<file path="config.mk">
export PLATFORM = sky130hd
export DESIGN_NAME = pvic_top
export DESIGN_NICKNAME = d
export VERILOG_FILES = /design/src/verilog/pvic_pkg.sv /design/src/verilog/pvic_arbiter.sv /design/src/verilog/pvic_top.sv
export SDC_FILE = /design/constraint.sdc
export NUM_CORES = 1
export LEC_CHECK = 0
export BUFFER_PORTS_ARGS = -buffer_cell sky130_fd_sc_hd__buf_2
export CORE_MARGIN = 1.5
export CORE_UTILIZATION = 30
export DETAILED_ROUTE_END_ITERATION = 16
export GPL_ROUTABILITY_DRIVEN = 0
export PLACE_DENSITY_LB_ADDON = 0.15
export SYNTH_ARGS = -nofsm -noshare
export SYNTH_HDL_FRONTEND = slang
export SYNTH_SLANG_ARGS = --single-unit
</file>
<file path="constraint.sdc">
create_clock -name aclk -period 96.6 [get_ports aclk]
set_input_delay 14.49 -clock aclk [delete_from_list [all_inputs] [get_ports aclk]]
set_output_delay 14.49 -clock aclk [all_outputs]
set_load 0.05 [all_outputs]
</file>
<file path="src/verilog/pvic_pkg.sv">
// constants and register map of the prioritized vector interrupt controller
package pvic_pkg;
    localparam int NUM_SRC = 44;
    localparam int NUM_POS = 48;
    localparam int NUM_TRAPS = 4;
    localparam int NUM_CAND = NUM_TRAPS + NUM_POS;
    localparam int LVL_W = 4;
    localparam int VEC_W = 6;
    localparam int PC_W = 24;
    localparam int ADDR_W = 8;
    localparam int TIMED_INTERRUPT_BLOCK_W = 14;
    localparam logic [NUM_POS-1:0] IMPL_MASK = 48'h1dffffffffff;
    localparam logic [VEC_W-1:0] SRC_VEC_OFFSET = 6'h08;
    localparam logic [VEC_W-1:0] TRAP_VEC_FIRST = 6'h01;
    localparam logic [NUM_TRAPS*LVL_W-1:0] TRAP_LEVELS = 16'hedcb;
    localparam int TRAP_ADDR_ERR = 1;
    localparam logic [PC_W-1:0] PRIMARY_BASE = 24'h000004;
    localparam logic [PC_W-1:0] ALT_BASE = 24'h000084;
    localparam logic [PC_W-1:0] VEC_SPACE_END = 24'h0000fe;
    localparam logic [2:0] TIMED_INTERRUPT_BLOCK_CEILING = 3'h6;
    localparam int BIT_NEST_DIS = 15;
    localparam int BIT_ALT_TABLE = 15;
    localparam int BIT_TIMED_INTERRUPT_BLOCK_ACTIVE = 14;
    localparam int EXT_EDGE_W = 5;
    localparam logic [5:0] IDX_FLAG0 = 6'h00;
    localparam logic [5:0] IDX_EN0 = 6'h03;
    localparam logic [5:0] IDX_PRIO0 = 6'h08;
    localparam logic [5:0] IDX_CTRL1 = 6'h14;
    localparam logic [5:0] IDX_CTRL2 = 6'h15;
    localparam logic [5:0] IDX_CPU_LVL = 6'h16;
    localparam logic [5:0] IDX_TIMED_INTERRUPT_BLOCK = 6'h17;
    localparam logic [5:0] IDX_STATUS = 6'h18;
    localparam int NUM_FLAG_REGS = 3;
    localparam int NUM_PRIO_REGS = 12;
    localparam logic [1:0] RESP_OKAY = 2'h0;
    localparam logic [1:0] RESP_SLVERR = 2'h2;
    localparam logic [LVL_W-1:0] RESET_CPU_LVL = 4'h0;
    typedef enum logic [1:0] {
        PVIC_IDLE,
        PVIC_REQ,
        PVIC_FETCH,
        PVIC_LOAD
    } pvic_state_type;
endpackage

</file>
<file path="src/verilog/pvic_arbiter.sv">
// level-then-natural-order arbiter
`timescale 1ns/1ps
module pvic_arbiter
    import pvic_pkg::*;
#(
    parameter int N = 52,
    parameter int LW = 4,
    parameter int IW = 6
)
(
    input wire logic [N-1:0] cand_valid,
    input wire logic [N*LW-1:0] cand_level,
    output logic win_valid,
    output logic [IW-1:0] win_index,
    output logic [LW-1:0] win_level
);
    // descending scan with >= so the lowest index wins a tie
    always_comb
    begin
        win_valid = 1'b0;
        win_index = '0;
        win_level = '0;
        for (int i = N - 1; i >= 0; i--)
        begin
            if (cand_valid[i] && (!win_valid || cand_level[i*LW +: LW] >= win_level))
            begin
                win_valid = 1'b1;
                win_index = IW'(i);
                win_level = cand_level[i*LW +: LW];
            end
        end
    end
endmodule // pvic_arbiter

</file>
<file path="src/verilog/pvic_top.sv">
// interrupt controller top: registers, arbitration and vector fetch
`timescale 1ns/1ps
// What this block does
// - arbitrate 44 sources plus four exceptions
// - vector word muxed 24 bits into pc
// - vector tables start at words 0x000004 and 0x000084
// - three flag registers, hardware sets, software clears
// - three enable registers gate each source
// - twelve priority registers, last uses only its low nibble
// - cpu priority is four bits, split
// - flags set regardless of enable bit
// - priorities 1 to 7, seven highest
// - priority zero never serviced
// - nesting disable blocks interrupts during service
// - cpu priority read-only while nesting disabled
// - timed block masks levels six and below
// - 63 vectors, 0x000004 to 0x0000fe
// - vector space fetch or jump traps
// - 3-bit field per nibble, bit three zero
// - equal priority picks lowest source number
// - vector is source number plus eight
// - control two: external edges, alternate table
// - control one: exception flags and controls
// - trigger style lives in peripheral
// - sample flags at instruction cycle start
// - interrupt only above current cpu priority
// - accept stacks old level, loads new
// - traps use levels 11 to 14
module pvic_top
    import pvic_pkg::*;
(
    input wire logic aclk,
    input wire logic aresetn,
    input wire logic ce,
    input wire logic [ADDR_W-1:0] s_axi_awaddr,
    input wire logic s_axi_awvalid,
    output logic s_axi_awready,
    input wire logic [31:0] s_axi_wdata,
    input wire logic [3:0] s_axi_wstrb,
    input wire logic s_axi_wvalid,
    output logic s_axi_wready,
    output logic [1:0] s_axi_bresp,
    output logic s_axi_bvalid,
    input wire logic s_axi_bready,
    input wire logic [ADDR_W-1:0] s_axi_araddr,
    input wire logic s_axi_arvalid,
    output logic s_axi_arready,
    output logic [31:0] s_axi_rdata,
    output logic [1:0] s_axi_rresp,
    output logic s_axi_rvalid,
    input wire logic s_axi_rready,
    input wire logic [NUM_SRC-1:0] src_req,
    input wire logic [NUM_TRAPS-1:0] trap_req,
    input wire logic fetch_valid,
    input wire logic [PC_W-1:0] fetch_addr,
    input wire logic jump_valid,
    input wire logic [PC_W-1:0] jump_target,
    input wire logic instr_start,
    input wire logic core_ack,
    input wire logic return_valid,
    input wire logic [LVL_W-1:0] return_level,
    input wire logic prog_data_valid,
    input wire logic [PC_W-1:0] prog_data,
    output logic irq_request,
    output logic [VEC_W-1:0] irq_vector,
    output logic [LVL_W-1:0] irq_level,
    output logic vec_fetch_req,
    output logic [PC_W-1:0] vec_fetch_addr,
    output logic pc_load,
    output logic [PC_W-1:0] pc_load_value,
    output logic [LVL_W-1:0] saved_level,
    output logic [LVL_W-1:0] cpu_priority_level,
    output logic [EXT_EDGE_W-1:0] ext_edge_select
);
    logic [NUM_POS-1:0] flags;
    logic [NUM_POS-1:0] enables;
    logic [2:0] prio [NUM_POS];
    logic [NUM_TRAPS-1:0] trap_flags;
    logic nest_dis;
    logic alt_table;
    logic [TIMED_INTERRUPT_BLOCK_W-1:0] timed_interrupt_block_count;
    logic [5:0] depth;
    logic [NUM_POS-1:0] snap_src;
    logic [NUM_TRAPS-1:0] snap_trap;
    logic eval;
    pvic_state_type state;
    logic [ADDR_W-1:0] wr_addr;
    logic [31:0] wr_data;
    logic [3:0] wr_strb;
    logic aw_got;
    logic w_got;
    logic wr_fire;
    logic [5:0] wr_idx;
    logic [15:0] wmask;
    logic [15:0] wd;
    logic [31:0] rd_word;
    logic rd_ok;
    logic [NUM_POS-1:0] src_pos;
    logic [NUM_POS-1:0] next_flags;
    logic [NUM_TRAPS-1:0] next_trap_flags;
    logic vec_space_hit;
    logic timed_interrupt_block_active;
    logic service_block;
    logic [NUM_CAND-1:0] cand_valid;
    logic [NUM_CAND*LVL_W-1:0] cand_level;
    logic win_valid;
    logic [VEC_W-1:0] win_index;
    logic [LVL_W-1:0] win_level;
    logic [VEC_W-1:0] win_vector;

    // ----------------------------------------
    // bus slave handshake
    // ----------------------------------------
    assign wr_fire = aw_got && w_got && !s_axi_bvalid;
    assign wr_idx = wr_addr[7:2];
    assign wmask = {{8{wr_strb[1]}}, {8{wr_strb[0]}}};
    assign wd = wr_data[15:0];

    always_ff @(posedge aclk)
    begin
        if (!aresetn)
        begin
            aw_got <= 1'b0;
            w_got <= 1'b0;
            wr_addr <= '0;
            wr_data <= '0;
            wr_strb <= '0;
            s_axi_awready <= 1'b1;
            s_axi_wready <= 1'b1;
            s_axi_bvalid <= 1'b0;
            s_axi_bresp <= RESP_OKAY;
        end
        else if (ce)
        begin
            if (s_axi_awvalid && s_axi_awready)
            begin
                aw_got <= 1'b1;
                wr_addr <= s_axi_awaddr;
                s_axi_awready <= 1'b0;
            end
            if (s_axi_wvalid && s_axi_wready)
            begin
                w_got <= 1'b1;
                wr_data <= s_axi_wdata;
                wr_strb <= s_axi_wstrb;
                s_axi_wready <= 1'b0;
            end
            if (wr_fire)
            begin
                s_axi_bvalid <= 1'b1;
                s_axi_bresp <= (wr_idx <= IDX_TIMED_INTERRUPT_BLOCK) ? RESP_OKAY : RESP_SLVERR;
                aw_got <= 1'b0;
                w_got <= 1'b0;
            end
            if (s_axi_bvalid && s_axi_bready)
            begin
                s_axi_bvalid <= 1'b0;
                s_axi_awready <= 1'b1;
                s_axi_wready <= 1'b1;
            end
        end
    end

    // read decode; reserved bits and unused nibble bits read zero
    always_comb
    begin
        rd_word = '0;
        rd_ok = 1'b1;
        case (s_axi_araddr[7:2])
            IDX_FLAG0, IDX_FLAG0 + 6'h1, IDX_FLAG0 + 6'h2:
                rd_word[15:0] = flags[16*(s_axi_araddr[3:2] - IDX_FLAG0[1:0]) +: 16];
            IDX_EN0, IDX_EN0 + 6'h1, IDX_EN0 + 6'h2:
                rd_word[15:0] = enables[16*(s_axi_araddr[7:2] - IDX_EN0) +: 16];
            IDX_CTRL1:
                rd_word[15:0] = {nest_dis, 11'h000, trap_flags};
            IDX_CTRL2:
                rd_word[15:0] = {alt_table, timed_interrupt_block_active, 9'h000, ext_edge_select};
            IDX_CPU_LVL:
                rd_word[LVL_W-1:0] = cpu_priority_level;
            IDX_TIMED_INTERRUPT_BLOCK:
                rd_word[TIMED_INTERRUPT_BLOCK_W-1:0] = timed_interrupt_block_count;
            IDX_STATUS:
                rd_word[15:0] = {state, depth, 2'h0, irq_vector};
            default:
            begin
                if (s_axi_araddr[7:2] >= IDX_PRIO0 && s_axi_araddr[7:2] < IDX_PRIO0 + 6'(NUM_PRIO_REGS))
                begin
                    for (int j = 0; j < 4; j++)
                        rd_word[4*j +: 3] = prio[4*(s_axi_araddr[7:2] - IDX_PRIO0) + j];
                end
                else
                    rd_ok = 1'b0;
            end
        endcase
    end

    always_ff @(posedge aclk)
    begin
        if (!aresetn)
        begin
            s_axi_arready <= 1'b1;
            s_axi_rvalid <= 1'b0;
            s_axi_rdata <= '0;
            s_axi_rresp <= RESP_OKAY;
        end
        else if (ce)
        begin
            if (s_axi_arvalid && s_axi_arready)
            begin
                s_axi_rdata <= rd_word;
                s_axi_rresp <= rd_ok ? RESP_OKAY : RESP_SLVERR;
                s_axi_rvalid <= 1'b1;
                s_axi_arready <= 1'b0;
            end
            else if (s_axi_rvalid && s_axi_rready)
            begin
                s_axi_rvalid <= 1'b0;
                s_axi_arready <= 1'b1;
            end
        end
    end

    // ----------------------------------------
    // request flags and trap flags
    // ----------------------------------------
    // spread the 44 request inputs onto implemented positions only
    always_comb
    begin
        int k;
        k = 0;
        src_pos = '0;
        for (int p = 0; p < NUM_POS; p++)
        begin
            if (IMPL_MASK[p])
            begin
                src_pos[p] = src_req[k];
                k = k + 1;
            end
        end
    end

    assign vec_space_hit = (fetch_valid && fetch_addr >= PRIMARY_BASE && fetch_addr <= VEC_SPACE_END)
        || (jump_valid && jump_target >= PRIMARY_BASE && jump_target <= VEC_SPACE_END);

    always_comb
    begin
        next_flags = flags;
        next_trap_flags = trap_flags;
        if (wr_fire)
        begin
            for (int r = 0; r < NUM_FLAG_REGS; r++)
                if (wr_idx == IDX_FLAG0 + 6'(r))
                    next_flags[16*r +: 16] = (flags[16*r +: 16] & ~wmask) | (wd & wmask);
            if (wr_idx == IDX_CTRL1)
                next_trap_flags = (trap_flags & ~wmask[NUM_TRAPS-1:0]) | (wd[NUM_TRAPS-1:0] & wmask[NUM_TRAPS-1:0]);
        end
        next_flags = (next_flags | src_pos) & IMPL_MASK;
        next_trap_flags = next_trap_flags | trap_req;
        next_trap_flags[TRAP_ADDR_ERR] = next_trap_flags[TRAP_ADDR_ERR] | vec_space_hit;
    end

    always_ff @(posedge aclk)
    begin
        if (!aresetn)
        begin
            flags <= '0;
            trap_flags <= '0;
        end
        else if (ce)
        begin
            flags <= next_flags;
            trap_flags <= next_trap_flags;
        end
    end

    // ----------------------------------------
    // control registers
    // ----------------------------------------
    always_ff @(posedge aclk)
    begin
        if (!aresetn)
        begin
            enables <= '0;
            nest_dis <= 1'b0;
            alt_table <= 1'b0;
            ext_edge_select <= '0;
            for (int p = 0; p < NUM_POS; p++)
                prio[p] <= '0;
        end
        else if (ce && wr_fire)
        begin
            for (int r = 0; r < NUM_FLAG_REGS; r++)
                if (wr_idx == IDX_EN0 + 6'(r))
                    enables[16*r +: 16] <= ((enables[16*r +: 16] & ~wmask) | (wd & wmask))
                        & IMPL_MASK[16*r +: 16];
            for (int r = 0; r < NUM_PRIO_REGS; r++)
                for (int j = 0; j < 4; j++)
                    if (wr_idx == IDX_PRIO0 + 6'(r) && wr_strb[j/2] && IMPL_MASK[4*r+j])
                        prio[4*r+j] <= wd[4*j +: 3];
            if (wr_idx == IDX_CTRL1 && wr_strb[1])
                nest_dis <= wd[BIT_NEST_DIS];
            if (wr_idx == IDX_CTRL2 && wr_strb[1])
                alt_table <= wd[BIT_ALT_TABLE];
            if (wr_idx == IDX_CTRL2 && wr_strb[0])
                ext_edge_select <= wd[EXT_EDGE_W-1:0];
        end
    end

    // timed block counts down one per instruction cycle
    assign timed_interrupt_block_active = timed_interrupt_block_count != '0;

    always_ff @(posedge aclk)
    begin
        if (!aresetn)
            timed_interrupt_block_count <= '0;
        else if (ce)
        begin
            if (wr_fire && wr_idx == IDX_TIMED_INTERRUPT_BLOCK)
                timed_interrupt_block_count <= wd[TIMED_INTERRUPT_BLOCK_W-1:0];
            else if (instr_start && timed_interrupt_block_active)
                timed_interrupt_block_count <= timed_interrupt_block_count - 1'b1;
        end
    end

    // ----------------------------------------
    // cpu priority level and service depth
    // ----------------------------------------
    always_ff @(posedge aclk)
    begin
        if (!aresetn)
        begin
            cpu_priority_level <= RESET_CPU_LVL;
            saved_level <= '0;
            depth <= '0;
        end
        else if (ce)
        begin
            if (state == PVIC_REQ && core_ack)
            begin
                saved_level <= cpu_priority_level;
                cpu_priority_level <= irq_level;
                depth <= depth + 1'b1;
            end
            else if (return_valid)
            begin
                cpu_priority_level <= return_level;
                depth <= (depth != '0) ? depth - 1'b1 : depth;
            end
            else if (wr_fire && wr_idx == IDX_CPU_LVL && wr_strb[0] && !nest_dis)
                cpu_priority_level[2:0] <= wd[2:0];
        end
    end

    // ----------------------------------------
    // sampling and arbitration
    // ----------------------------------------
    always_ff @(posedge aclk)
    begin
        if (!aresetn)
        begin
            snap_src <= '0;
            snap_trap <= '0;
            eval <= 1'b0;
        end
        else if (ce)
        begin
            eval <= instr_start;
            if (instr_start)
            begin
                snap_src <= flags & enables & IMPL_MASK;
                snap_trap <= trap_flags;
            end
        end
    end

    assign service_block = nest_dis && depth != '0;

    always_comb
    begin
        for (int t = 0; t < NUM_TRAPS; t++)
        begin
            cand_level[t*LVL_W +: LVL_W] = TRAP_LEVELS[t*LVL_W +: LVL_W];
            cand_valid[t] = snap_trap[t] && TRAP_LEVELS[t*LVL_W +: LVL_W] > cpu_priority_level;
        end
        for (int p = 0; p < NUM_POS; p++)
        begin
            cand_level[(NUM_TRAPS+p)*LVL_W +: LVL_W] = {1'b0, prio[p]};
            cand_valid[NUM_TRAPS+p] = snap_src[p] && IMPL_MASK[p]
                && prio[p] != 3'h0
                && {1'b0, prio[p]} > cpu_priority_level
                && !service_block
                && !(timed_interrupt_block_active && prio[p] <= TIMED_INTERRUPT_BLOCK_CEILING);
        end
    end

    pvic_arbiter #(
        .N(NUM_CAND),
        .LW(LVL_W),
        .IW(VEC_W)
    ) u_arbiter (
        .cand_valid(cand_valid),
        .cand_level(cand_level),
        .win_valid(win_valid),
        .win_index(win_index),
        .win_level(win_level)
    );

    assign win_vector = (win_index < 6'(NUM_TRAPS)) ? TRAP_VEC_FIRST + win_index
        : win_index - 6'(NUM_TRAPS) + SRC_VEC_OFFSET;

    // ----------------------------------------
    // request, vector fetch and pc load
    // ----------------------------------------
    always_ff @(posedge aclk)
    begin
        if (!aresetn)
        begin
            state <= PVIC_IDLE;
            irq_request <= 1'b0;
            irq_vector <= '0;
            irq_level <= '0;
            vec_fetch_req <= 1'b0;
            vec_fetch_addr <= '0;
            pc_load <= 1'b0;
            pc_load_value <= '0;
        end
        else if (ce)
        begin
            case (state)
                PVIC_IDLE:
                begin
                    pc_load <= 1'b0;
                    if (eval && win_valid)
                    begin
                        irq_request <= 1'b1;
                        irq_vector <= win_vector;
                        irq_level <= win_level;
                        state <= PVIC_REQ;
                    end
                end
                PVIC_REQ:
                begin
                    if (core_ack)
                    begin
                        irq_request <= 1'b0;
                        vec_fetch_req <= 1'b1;
                        vec_fetch_addr <= (alt_table ? ALT_BASE : PRIMARY_BASE)
                            + {17'h00000, irq_vector, 1'b0};
                        state <= PVIC_FETCH;
                    end
                end
                PVIC_FETCH:
                begin
                    if (prog_data_valid)
                    begin
                        vec_fetch_req <= 1'b0;
                        pc_load_value <= prog_data;
                        pc_load <= 1'b1;
                        state <= PVIC_LOAD;
                    end
                end
                PVIC_LOAD:
                begin
                    pc_load <= 1'b0;
                    state <= PVIC_IDLE;
                end
                default:
                    state <= PVIC_IDLE;
            endcase
        end
    end
endmodule // pvic_top

</file>
==> impl.org <==
** Clock tree
- Largest buffer count on any clock path :: 3
- Clock-pin slew on the worst setup and hold paths :: 0.06 ns
- Number of gates given a new drive strength after cts :: 0
- The root buffer cell chosen for the clock tree is clkbuf_16.
- TritonCTS built the clock tree.
- Hold-fix buffers, CTS :: 0
- Deepest level of the CTS H-tree :: 2
- Clk sinks :: 404
- Num CTS Buffers :: 43
- Clock latency of the later-clocked register in the worst-skew pair :: 0.59 ns
- Number of buffers added for setup after CTS :: 0

** STA
- Setup total negative slack on the finished layout was measured at 0 ns.
- Layout Skew :: 0.03333 ns
- Once routing completed, OpenROAD measured the worst setup slack at 27.12 ns.
- Based on the critical path, the design can be clocked at up to 14.39 MHz.
- Number of setup violations in the final report :: 0
- Slew margin rel. :: 0.1145
- The max-slew violation count was 0.
- Transition at the pin with the smallest max-transition slack :: 1.321 ns
- Crit share post-route :: 0.7193
- Setup repair after global routing left no endpoint under its margin.
- Hold is met by 0.4499 ns.
- The clock period could shrink to 69.48 ns.
- The final hold violation count is 0.

** Detailed routing
- Total number of vias :: 29216
- The count of nets left with antenna violations once routing finished came out at 0.
- Via density per instance :: 5.595
- Number of detailed-routing iterations run before antenna repair :: 6
- Wire length reported by the detailed router :: 126.6 mm
- Total DRC errors in the routed layout :: 0
- After detailed routing, the average wire length per cell comes to 24.24 µm.
- Initial detailed-routing violation count :: 2591

** Placed design
- The wire-length estimate of the detail-placed layout is 97.84 mm.
- Post-placement cell count :: 5141
- During placement, the flow inserted port buffers numbering 248.
- Worst slack at placement :: 28.11 ns

** Global routing
- Top Usage Layer GRT :: met2
- For this run, global-route usage on met1 was measured as 0.3277.
- For met3 alone, demand over resource in global routing was 0.02661.
- Largest net degree at the start of global routing :: 89
- Number of antenna violations at the first check in global routing :: 1
- Global Route Usage Sum :: 0.2398
- First-pass GRT wire length :: 184.9 mm
- Routing usage on met2 :: 0.3910
- Number of global-route vias before repair :: 27434
- Remaining global-route overflow :: 0

** Die
- In this run the count of I/O pins placed on the die edge is 305.
- The total area inside the core boundary comes to 98710 µm².
- Die H :: 319.3 µm
- Die Outline Area :: 102000 µm²
- For this configuration, the core starts out at a cell density of 0.3042.
- Total number of placement rows :: 115
- Measured along the x axis, the die boundary spans 319.3 µm.

** Yosys
- Mean post-synth cell area :: 8.036 µm²
- Counting flops and latches in the post-synthesis netlist gives 404.
- Post-synth cell types :: 117
- The share of the Yosys chip area taken by registers is 0.3134.
- The synthesized design contains 132 enable-type register cells.
- Proportion of netlist area held by the largest area contributor :: 0.1814
- Synthesis produced 3736 cells.
- The largest total area in the synthesized netlist belongs to dfxtp_1.
- For this run, asynchronously set or reset flops after synthesis account for 0.
- Synth area leaders :: dfxtp_1 18%, edfxtp_1 13%, ha_1 10%
- Post-synthesis cell area :: 30020 µm²
- Yosys warns :: 0
- Prevailing post-synth register cell :: dfxtp_1
- The commonest cells after synthesis are 455 x nand2_1, 399 x nor2_1, 354 x a21oi_1.
- Cell with the most instances after synthesis :: nand2_1

** Setup path
- Element type at the critical path end :: flip-flop
- Arrival time worst endpoint :: 69.98 ns
- CP peak stage delay :: 0.73 ns
- Among cell families on the critical path, the largest total delay comes from compound AO/OA/AOI/OAI gates.
- The slowest stage of the critical path is the a31oi_1 cell.
- Cell repeated most along the worst path :: ha_1
- Maximum fanout along the worst path :: 10
- Number of buffer and inverter stages on the critical path :: 14
- The worst setup path is launched from a flip-flop.
- Reg-to-reg setup timing slack :: 27.12 ns
- Data on the critical path is required at its endpoint by 97.10 ns.
- Kind of critical path :: reg -> reg

** Hold path
- Worst hold-check path type :: reg -> reg

** Power
- In this run the static leakage power is 13.77 nW.
- For this design the ratio of total power to cell area is 16.16 nW/µm².
- Across the VDD grid, the largest voltage drop is 0.02864 mV.

** Run status
- The flow ran to the end, and the final reports show no timing, DRC or antenna violations.

** Cells and area
- The area growth from synthesis to layout is 12.72%.
- After the last flow step, the layout net total stands at 4332.
- Proportion of layout cells with a drive suffix above 1 :: 0.1207
- Counting the fill cells in the layout gives 10600.
- Leaving out filler cells and counting taps, the final layout contains 5222.

** Flow run
- Max capacitance violation total :: 0
-- area by class of cell --
type,instances,area (µm²),area share
repair buffers,295,1599,0.04725
diodes,1,2.502,0.00007395
inverters,192,728.2,0.02152
clock buffers,63,1222,0.03612
clock inverters,17,186.4,0.005509
flip-flops and latches,404,9410,0.2781
well taps,1287,1610,0.04758
multi-input cells,2963,19080,0.5639
-- path summary, 6_finish.rpt --
| kind | from | endpoint | depth (start not counted) |
|---|---|---|---|
| min reg2reg | aw_got$_SDFFE_PN0P_ | aw_got$_SDFFE_PN0P_ | 2 |
| max reg2reg | cpu_priority_level[2]$_SDFFE_PN0P_ | irq_vector[2]$_SDFFE_PN0P_ | 302 |
| min | aw_got$_SDFFE_PN0P_ | aw_got$_SDFFE_PN0P_ | 2 |
| max | cpu_priority_level[2]$_SDFFE_PN0P_ | irq_vector[2]$_SDFFE_PN0P_ | 302 |
-- kinds of logic after synthesis --
logic type	share of synthesized area
compound gates	0.2449
xor+xnor	0.003501
fa+ha+maj	0.1029
buf+inv	0.05593
flops	0.3134
mux	0.05714
other cells	0.0001249
simple gates	0.2221
-- power by group --
part,internal [W],switching [W]
logic,0.0000563,0.000120
clock network,0.0000964,0.0000745
registers,0.000184,0.0000152
-- through the flow --
step / util / area [µm²] / total power (W)
floorplan: - / 30150 / 0.0003160
global placement: 0.3285 / 32430 / 0.0003758
detailed placement: 0.3285 / 32430 / 0.0003761
CTS: 0.3428 / 33840 / 0.0005451
global route: 0.3428 / 33840 / 0.0005711
finish: 0.3428 / 33840 / 0.0005468
-- metal layers --
layer / share of wire / vias to the layer above
li1: - / 14031
met1: 0.46 / 14017
met2: 0.45 / 1001
met3: 0.054 / 165
met4: 0.037 / 2
met5: 0.00010 / -
-- cells in the final DEF, fill, tap and decap left out, types with 49 or more instances in the layout --
cell and n:
o21ai_0 144, mux2i_1 90, a21oi_1 353, a31oi_1 65
nand2b_1 66, dfxtp_1 271, edfxtp_1 132, a21o_1 86
nand3_1 208, inv_1 187, nor2_1 399, ha_1 242
nand2_1 454, buf_2 246, buf_4 49
-- worst register-to-register path: cells and delay by family (launching register included) --
family / cells / cell delay [ns]
and+or+nand+nor: 102 / 19.32
AOI/OAI and AO/OA: 127 / 31.14
xor gates and xnor gates: 1 / 0.16
adders and majority gates: 47 / 12.75
DFF: 1 / 0.69
muxes: 11 / 4.15
buffers and inverters: 14 / 1.29
(Power assumes the default switching activity.)
